==> src/mrsd_pkg.sv <==
package mrsd_pkg;
	localparam int X_COUNT = 32;
	localparam int Y_COUNT = 16;
	localparam int DATA_WIDTH = 16;
	localparam int ADDR_HALF_WIDTH = 8;
	localparam int BOARD_WORDS = 1024;
	localparam int DEF_ROM_WORDS = 1024;
	localparam int ROW_BIT = 7;
	localparam int BOARD_LO_BIT = 4;
	localparam int BOARD_HI_BIT = 5;
	localparam int X_HIGH_BIT = 6;
	localparam int Y_HIGH_BIT = 7;
	localparam logic [3:0] STROBE_IDLE = 4'h0;
	localparam logic [DATA_WIDTH-1:0] DATA_RESET = 16'h0000;
endpackage

==> src/mrsd_onehot.sv <==
`timescale 1ns/1ps
module mrsd_onehot import mrsd_pkg::*; #(
	parameter int WIDTH = 4,
	parameter int OUTS = 16
) (
	input wire logic [WIDTH-1:0] i_index,
	input wire logic i_enable,
	output logic [OUTS-1:0] o_select
);
	// one-hot decode, gated by enable
	always_comb begin
		o_select = '0;
		if (i_enable) begin
			o_select[i_index] = 1'b1;
		end
	end
endmodule

==> src/mrsd_readout.sv <==
`timescale 1ns/1ps
module mrsd_readout import mrsd_pkg::*; #(
	parameter int WIDTH = DATA_WIDTH
) (
	input wire logic i_core_clk,
	input wire logic i_rst_n,
	input wire logic i_row_a_amp_clock,
	input wire logic i_row_b_amp_clock,
	input wire logic [WIDTH-1:0] i_row_a_sense,
	input wire logic [WIDTH-1:0] i_row_b_sense,
	output logic [WIDTH-1:0] o_data_reg_set_line,
	output logic [WIDTH-1:0] o_data_reg_clear_line
);
	// only the clocked row is sampled; idle shows set low, clear low
	always_ff @(posedge i_core_clk or negedge i_rst_n) begin
		if (!i_rst_n) begin
			o_data_reg_set_line <= DATA_RESET;
			o_data_reg_clear_line <= DATA_RESET;
		end else if (i_row_a_amp_clock) begin
			o_data_reg_set_line <= i_row_a_sense;
			o_data_reg_clear_line <= ~i_row_a_sense;
		end else if (i_row_b_amp_clock) begin
			o_data_reg_set_line <= i_row_b_sense;
			o_data_reg_clear_line <= ~i_row_b_sense;
		end else begin
			o_data_reg_set_line <= DATA_RESET;
			o_data_reg_clear_line <= DATA_RESET;
		end
	end
endmodule

==> src/mrsd_top.sv <==
`timescale 1ns/1ps
// How it works
// (RQ1) upper 4,5 and lower 7 pick strobe
// (RQ2) x index from lower 0-3, upper 6
// (RQ3) y index from lower 4-6, upper 7
// (RQ4) board bits count only above 1024 words
// (RQ5) even words row A, odd row B
// (RQ6) each data bit drives set and clear
// (RQ7) drive pulse follows processor drive timing
// (RQ8) local strobe follows processor strobe timing
// (RQ9) thirty-two one-hot x selects
// (RQ10) sixteen one-hot y selects
// (RQ11) never more than one select active
// (RQ12) separate clocks for row A, row B
// (RQ13) y switch on only during drive pulse
// (RQ14) strobe active whenever a row clock is
// (RQ15) processor holds address through the access
module mrsd_top import mrsd_pkg::*; #(
	parameter int ROM_WORDS = DEF_ROM_WORDS
) (
	input wire logic i_core_clk,
	input wire logic i_resetn,
	input wire logic [ADDR_HALF_WIDTH-1:0] i_rom_addr_upper,
	input wire logic [ADDR_HALF_WIDTH-1:0] i_rom_addr_lower,
	input wire logic i_proc_drive_timing,
	input wire logic i_proc_strobe_timing,
	input wire logic [DATA_WIDTH-1:0] i_row_a_sense,
	input wire logic [DATA_WIDTH-1:0] i_row_b_sense,
	output logic [X_COUNT-1:0] o_x_switch_select,
	output logic [Y_COUNT-1:0] o_y_switch_select,
	output logic o_current_drive_pulse,
	output logic o_local_strobe,
	output logic o_board1_row_a_strobe_en,
	output logic o_board1_row_b_strobe_en,
	output logic o_board2_row_a_strobe_en,
	output logic o_board2_row_b_strobe_en,
	output logic o_row_a_amp_clock,
	output logic o_row_b_amp_clock,
	output logic [DATA_WIDTH-1:0] o_data_reg_set_line,
	output logic [DATA_WIDTH-1:0] o_data_reg_clear_line
);
	localparam bit MULTI_BOARD = (ROM_WORDS > BOARD_WORDS);

	logic rst_meta;
	logic rst_n;
	logic [4:0] x_index;
	logic [3:0] y_index;
	logic second_board;
	logic odd_word;
	logic x_enable;
	logic [3:0] strobe_sel;
	logic [3:0] next_strobe_sel;

	// reset release through two flops
	always_ff @(posedge i_core_clk or negedge i_resetn) begin
		if (!i_resetn) begin
			rst_meta <= 1'b0;
			rst_n <= 1'b0;
		end else begin
			rst_meta <= 1'b1;
			rst_n <= rst_meta;
		end
	end

	// drive and strobe pulses registered from processor timing
	always_ff @(posedge i_core_clk or negedge rst_n) begin
		if (!rst_n) begin
			o_current_drive_pulse <= 1'b0;
			o_local_strobe <= 1'b0;
		end else begin
			o_current_drive_pulse <= i_proc_drive_timing; // RQ7
			o_local_strobe <= i_proc_strobe_timing; // RQ8
		end
	end

	// address field extraction
	// upper address bit of each field is the most significant, then the lower bits lowest-numbered first
	assign x_index = {i_rom_addr_upper[X_HIGH_BIT], i_rom_addr_lower[0], i_rom_addr_lower[1],
		i_rom_addr_lower[2], i_rom_addr_lower[3]}; // RQ2
	assign y_index = {i_rom_addr_upper[Y_HIGH_BIT], i_rom_addr_lower[4], i_rom_addr_lower[5],
		i_rom_addr_lower[6]}; // RQ3
	assign odd_word = i_rom_addr_lower[ROW_BIT]; // RQ5
	// above 1024 words, board bit 4 suppresses every strobe enable when set, only bit 5 picks board
	assign second_board = MULTI_BOARD && i_rom_addr_upper[BOARD_HI_BIT]; // RQ4
	// x current gated by the same drive pulse as y
	assign x_enable = o_current_drive_pulse;

	mrsd_onehot #(
		.WIDTH(5),
		.OUTS(X_COUNT)
	) u_x_decode (
		.i_index(x_index),
		.i_enable(x_enable),
		.o_select(o_x_switch_select)
	); // RQ9 RQ11

	mrsd_onehot #(
		.WIDTH(4),
		.OUTS(Y_COUNT)
	) u_y_decode (
		.i_index(y_index),
		.i_enable(o_current_drive_pulse),
		.o_select(o_y_switch_select)
	); // RQ10 RQ11 RQ13

	// strobe enable decode: one of four, or none outside strobe or, above 1024 words, when board bit 4 is set
	always_comb begin
		next_strobe_sel = STROBE_IDLE;
		if (i_proc_strobe_timing && !(MULTI_BOARD && i_rom_addr_upper[BOARD_LO_BIT])) begin
			next_strobe_sel[{second_board, odd_word}] = 1'b1; // RQ1
		end
	end

	always_ff @(posedge i_core_clk or negedge rst_n) begin
		if (!rst_n) begin
			strobe_sel <= STROBE_IDLE;
		end else begin
			strobe_sel <= next_strobe_sel;
		end
	end

	assign o_board1_row_a_strobe_en = strobe_sel[0];
	assign o_board1_row_b_strobe_en = strobe_sel[1];
	assign o_board2_row_a_strobe_en = strobe_sel[2];
	assign o_board2_row_b_strobe_en = strobe_sel[3];
	// row clocks only within local strobe
	assign o_row_a_amp_clock = o_local_strobe && (strobe_sel[0] || strobe_sel[2]); // RQ12 RQ14
	assign o_row_b_amp_clock = o_local_strobe && (strobe_sel[1] || strobe_sel[3]); // RQ12 RQ14

	mrsd_readout #(
		.WIDTH(DATA_WIDTH)
	) u_readout (
		.i_core_clk(i_core_clk),
		.i_rst_n(rst_n),
		.i_row_a_amp_clock(o_row_a_amp_clock),
		.i_row_b_amp_clock(o_row_b_amp_clock),
		.i_row_a_sense(i_row_a_sense),
		.i_row_b_sense(i_row_b_sense),
		.o_data_reg_set_line(o_data_reg_set_line),
		.o_data_reg_clear_line(o_data_reg_clear_line)
	); // RQ6
endmodule

==> config.mk <==
export PLATFORM = sky130hd
export DESIGN_NAME = mrsd_top
export DESIGN_NICKNAME = d
export VERILOG_FILES = /design/src/mrsd_pkg.sv /design/src/mrsd_onehot.sv /design/src/mrsd_readout.sv /design/src/mrsd_top.sv
export SDC_FILE = /design/constraint.sdc
export NUM_CORES = 1
export LEC_CHECK = 0
export ABC_AREA = 0
export BUFFER_PORTS_ARGS = -buffer_cell sky130_fd_sc_hd__buf_2
export CORE_UTILIZATION = 39
export DETAILED_ROUTE_END_ITERATION = 10
export PLACE_DENSITY = 0.8
export SYNTH_ARGS = -nofsm -noshare
export SYNTH_HDL_FRONTEND = slang
export SYNTH_SLANG_ARGS = --single-unit
export TNS_END_PERCENT = 10
==> constraint.sdc <==
create_clock -name i_core_clk -period 1.5 [get_ports i_core_clk]
set_clock_uncertainty 0.15 [all_clocks]
set_input_delay 0.075 -clock i_core_clk [delete_from_list [all_inputs] [get_ports i_core_clk]]
set_output_delay 0.075 -clock i_core_clk [all_outputs]
set_load 0.01 [all_outputs]
* Word level (Yosys, flattened, before mapping)
Index checks and enable logic that the tools add are counted.
** Word-level totals
- Register bits after elaboration :: 38
- Bits of input ports :: 52
- Output and inout bits :: 88
- Logic and storage cells :: 35
** Operators by class
- $lt $le $gt $ge :: 6
- Mux-type cells :: 13
- Bitwise logic cells :: 2
- Reductions and logical operators :: 7
** Operator list (number)
- $mux 16 :: 5
- $mux 32 :: 1
- $not 16->16 :: 2
- $lt 5x6->1 const B :: 1
- $demux 1 s5 :: 1
- $ge 5x1->1 const B :: 1
- $logic_and 1x1->1 :: 5
- $lt 4x5->1 const B :: 1
- $demux 1 s4 :: 1
- $ge 4x1->1 const B :: 1
- $lt 1x3->1 const B :: 1
- $mux 1 :: 3
- $logic_or 1x1->1 const B :: 2
- $mux 2 :: 1
- $demux 1 s1 :: 1
- $ge 1x1->1 const B :: 1

* Longest topological paths before layout
- Depth after elaboration :: 5
- Depth in mapped cells :: 4
- Mapped depth without buffers :: 3

* By module
A second synthesis with hierarchy kept.
** Second synthesis, totals
- Cell total of the unflattened synthesis :: 159
- Area total of the unflattened synthesis :: 1754.2 um2
** Modules (own cells, without submodules)
- mrsd_readout :: instances 1, cells each 75, area an instance 1204.9 um2, seq. area each 800.8 um2
- mrsd_onehot (u_x_decode) :: instances 1, cells each 47, area an instance 230.2 um2, seq. area each 0.0 um2
- mrsd_top :: instances 1, cells each 14, area an instance 201.4 um2, seq. area each 150.1 um2
- mrsd_onehot (u_y_decode) :: instances 1, cells each 23, area an instance 117.6 um2, seq. area each 0.0 um2

* Least setup slack after synthesis
Ideal clock, no wire load.
- Kind :: register to register
- Start point :: register o_local_strobe
- End point :: register u_readout.o_data_reg_set_line[10]
- Setup time :: 121 ps
- Arrival time :: 1105 ps
- Data required time :: 1229 ps
- Path slack :: 124 ps
- Cell stages (with the launch flop) :: 5
- Buffers on the path :: 2
- Clock period less this slack :: 1376 ps
- Cells stage by stage :: dfrtp_1 > nor2b_1 > buf_2 > buf_2 > a32o_1
** Between the ends
- Cells in the longest elaborated chain, start to end :: 3
- Elaborated cells between the ends (all ways) :: 4
- Those cells by class :: 2 x mux; 2 x reduce/logical
** Ends and longest elaborated chain
- from (decl) :: RTL line mrsd_top.sv:32 : output logic o_local_strobe,
- from (signal assigned) :: RTL line mrsd_top.sv:72 : o_local_strobe <= i_proc_strobe_timing;
- $logic_and 1x1->1 :: RTL line mrsd_top.sv:128 : assign o_row_b_amp_clock = o_local_strobe && (strobe_sel[1] || strobe_sel[3]);
- $mux 16 :: RTL line mrsd_readout.sv:22 : end else if (i_row_b_amp_clock) begin
- $mux 16 * :: RTL line mrsd_readout.sv:19 : end else if (i_row_a_amp_clock) begin
- to (signal assigned) :: RTL line mrsd_readout.sv:20 : o_data_reg_set_line <= i_row_a_sense;
- to (signal assigned) :: RTL line mrsd_readout.sv:23 : o_data_reg_set_line <= i_row_b_sense;
- to (decl) :: RTL line mrsd_readout.sv:11 : output logic [WIDTH-1:0] o_data_reg_set_line,
Mark *: on every way between the ends. The rest lies on a longest branch, timed or not.

* Final worst setup path
- Start point :: register o_current_drive_pulse
- End point :: output o_x_switch_select[2]
** Between the ends
- Cells in the longest elaborated chain, start to end :: 1
** Ends and longest elaborated chain
- from (decl) :: RTL line mrsd_top.sv:31 : output logic o_current_drive_pulse,
- from (signal assigned) :: RTL line mrsd_top.sv:71 : o_current_drive_pulse <= i_proc_drive_timing;
- $mux 32 :: RTL line mrsd_onehot.sv:13 : if (i_enable) begin
- to (decl) :: RTL line mrsd_top.sv:29 : output logic [X_COUNT-1:0] o_x_switch_select,
Every way passes these cells.

==> summary.txt <==
Root Driver -> clkbuf_8
Yosys warns -> 0
Setup TNS -> -0.481 ns
Largest net degree at the start of global routing -> 24
Reg-to-reg startpoint -> strobe_sel[0]
Top-area cell type share of the netlist area -> 55.0%
P_sw -> 0.000631 W
Synth Cell Area -> 1730 sq um
Top Ports -> 140
CP endpoint kind -> output pin
Post-Synth Simple-Gate Area -> 22.2%
Placed Instances -> 341
Clk slew on worst S/H paths -> 0.08 ns
Worst Max-Slew Pin Slew -> 0.700 ns
Status -> finished with violations
PortBufs -> 131
Complex-gate fraction of the synthesized area -> 17.4%
FF-to-FF End -> u_readout.o_data_reg_set_line[11]
WHS -> 0.0610 ns
Synth Register Bits -> 38
CP max stage cell -> or4b_4
Clock power share -> 30.0%
Diode count -> 0
Worst-Skew Late Latency -> 0.29 ns
Die height -> 68.6 um
CP Data Arrival Time -> 1.37 ns
Die Wd -> 68.6 um
Worst hold path type -> reg -> async
DP HPWL -> 3830 um
Cell Rows -> 23
Area growth from synthesis to layout -> 70.4%
Drt first pass iters -> 5
Global-route usage over all layers -> 26.6%
Minimum clock period -> 1.59 ns
Vias -> 2138
Cells after synthesis -> 166
Slew HR -> 53.2%
Crit-path max cell delay -> 0.51 ns
GR Overflow Total -> 0
CTS tree -> built
CP Launch Type -> flop
Setup repair bufs after CTS -> 0
Layout Nets -> 387
Setup slack, reg-to-reg -> 0.01 ns
Pins over their slew limit -> 0
Post-synthesis sequential area ratio -> 55.0%
Setup Viol. Count Final -> 19
Yosys cell types -> 23
Clk sinks -> 38
Tcrit/Tclk final -> 106%
DRC -> 0
Main combinational cell family by area after synthesis -> simple AND/OR/NAND/NOR gates
Area share of fa/ha/maj cells after synthesis -> 0%
Core Region -> 4120 sq um
Combinational share of power -> 21.1%
Max Cap Viol -> 0
CP max FO -> 4
Failing checks -> setup timing
Sw Ratio -> 28.3%
Pre-CTS setup slack -> -0.267 ns
Peak supply drop -> 0.909 mV
Top cells by area, synth -> dfrtp_1, a32o_1, nor2_1, o32ai_1, nor3_1
Global-route wire length before repair -> 8870 um
CTS Buffer Depth -> 2
Cell taking the most area after synthesis -> dfrtp_1
Die area -> 4710 sq um
Placer Congestion -> 0.731
Xor and xnor area share after synthesis -> 0%
Drt initial violations -> 108
Post-Route WL -> 6500 um
Crit. Startpoint -> o_current_drive_pulse
Vias in the first global route -> 1933
Pwr dens -> 758 nW/um^2
Worst r2r path cells -> 2
Setup CP Type -> reg -> out
Final worst slack -> -0.0945 ns
Cell Chain, Critical Path -> or4b_4 -> nor2_1 -> buf_2
H-Tree Depth -> 2
Multiplexer area fraction after synthesis -> 0%
Maximum clock rate -> 0.627 GHz
Antenna-violating nets left -> 0
Power share of the sequential group -> 48.9%
Initial antenna violation count -> 0
Cell Int Power -> 0.00160 W
Layout Cells excl Fill -> 385
Layout cells sized above 1 -> 47.5%
Final hold violations -> 0
RSZ-0062 raised after global routing -> true
DR WL/cell -> 16.9 um
Initial core utilization -> 42.0%
Avg Inst Size Synth -> 10.4 sq um
P_leak -> 1.58 nW
TritonCTS Buffers -> 5
Layout Utilization -> 71.6%
WP data required -> 1.27 ns
Vias/cell -> 5.55
flip-flops by register name, summed over array words and instances, names as in the netlist:
| signal | count |
|---|---|
| o_current_drive_pulse | 1 |
| o_local_strobe | 1 |
| rst_meta | 1 |
| rst_n | 1 |
| strobe_sel | 2 |
| u_readout.o_data_reg_clear_line | 16 |
| u_readout.o_data_reg_set_line | 16 |
how the worst max path moves through the flow:
stage | slack (ns) | to | cells after the start
2_1_floorplan | 0.12 | u_readout.o_data_reg_set_line[10] | 4
3_3_place_gp | -0.22 | u_readout.o_data_reg_set_line[15] | 2
3_5_place_dp | -0.27 | u_readout.o_data_reg_set_line[14] | 2
4_1_cts | -0.08 | o_x_switch_select[2] | 3
5_1_grt | -0.16 | o_x_switch_select[3] | 3
6_report | -0.09 | o_x_switch_select[2] | 3
power by group through the flow:
stage	clock (W)	combinational, W	sequential [W]
after floorplan	0	0.000143	0.00114
after global placement	0	0.000361	0.00111
after detailed placement	0	0.000367	0.00111
after CTS	0.000671	0.000443	0.00109
after global routing	0.000710	0.000505	0.00110
final	0.000670	0.000472	0.00109
layout make-up:
class                      count  area [sq um]
sequential                    38           952
clock buffer                   5          68.8
multi-input combinational    110           731
inverter                       2          10.0
clock inverter                 2          10.0
fill                         288          1170
timing repair buffer         178          1110
tap                           50          62.6
cell families (layout without fill, tap and decap cells):
family          Yosys count  after routing
compound gates           32             32
buf+inv                  19            187
flops                    38             38
other cells               2              3
simple gates             75             75
placed cells by master, fill, tap and decap left out, types with 3 or more instances in the layout:
cell type      instances
buf_2                131
nand2b_1               6
dlygate4sd3_1         37
nor3_1                 8
buf_4                  9
nor2_2                 3
dfrtp_1               37
o32ai_1               16
clkbuf_8               5
conb_1                 3
nand4b_1               3
a32o_1                16
nand2_1                4
nor2_1                35
cells in the mapped netlist (all sizes together):
| library cell | n |
|---|---|
| nand2 | 4 |
| nand3 | 2 |
| nor2b | 2 |
| a32o | 16 |
| dfrtp | 38 |
| nand2b | 6 |
| nand4b | 3 |
| conb | 2 |
| clkbuf | 7 |
| nand4 | 1 |
| inv | 2 |
| nor3 | 8 |
| nor4 | 2 |
| nand4bb | 3 |
| o32ai | 16 |
| or4b | 1 |
| or2 | 1 |
| and2 | 2 |
| nor2 | 38 |
| nand3b | 2 |
| buf | 10 |
timing repair:
| item | 4_1_cts | 5_1_grt |
|---|---|---|
| hold buffers | 37 | 0 |
| gates resized for setup | 3 | 6 |
| endpoints found under the setup margin | 40 | 44 |
| pin swaps | 1 | 2 |
| endpoints found under the hold margin | 38 | 0 |
critical path: cells and delay by family (launching register included):
| family | cells | cell delay (ns) |
|---|---|---|
| buffers and inverters | 1 | 0.14 |
| and+or+nand+nor | 2 | 0.61 |
| DFF | 1 | 0.34 |
metal layers:
| layer | vias to the layer above | global-route usage [%] | wire length (um) |
|---|---|---|---|
| li1 | 945 | - | - |
| met3 | 21 | 7.57 | 698 |
| met2 | 169 | 51.7 | 3440 |
| met5 | - | 0 | 0 |
| met4 | 0 | 11.7 | 186 |
| met1 | 1003 | 25.6 | 2180 |
stage by stage:
| stage | total power (W) | area [sq um] |
|---|---|---|
| CTS | 0.00220 | 2920 |
| floorplan | 0.00129 | 1730 |
| global route | 0.00231 | 2950 |
| global placement | 0.00147 | 2460 |
| detailed placement | 0.00147 | 2460 |
| finish | 0.00223 | 2950 |
No activity file was read; power rests on OpenSTA's default activity.
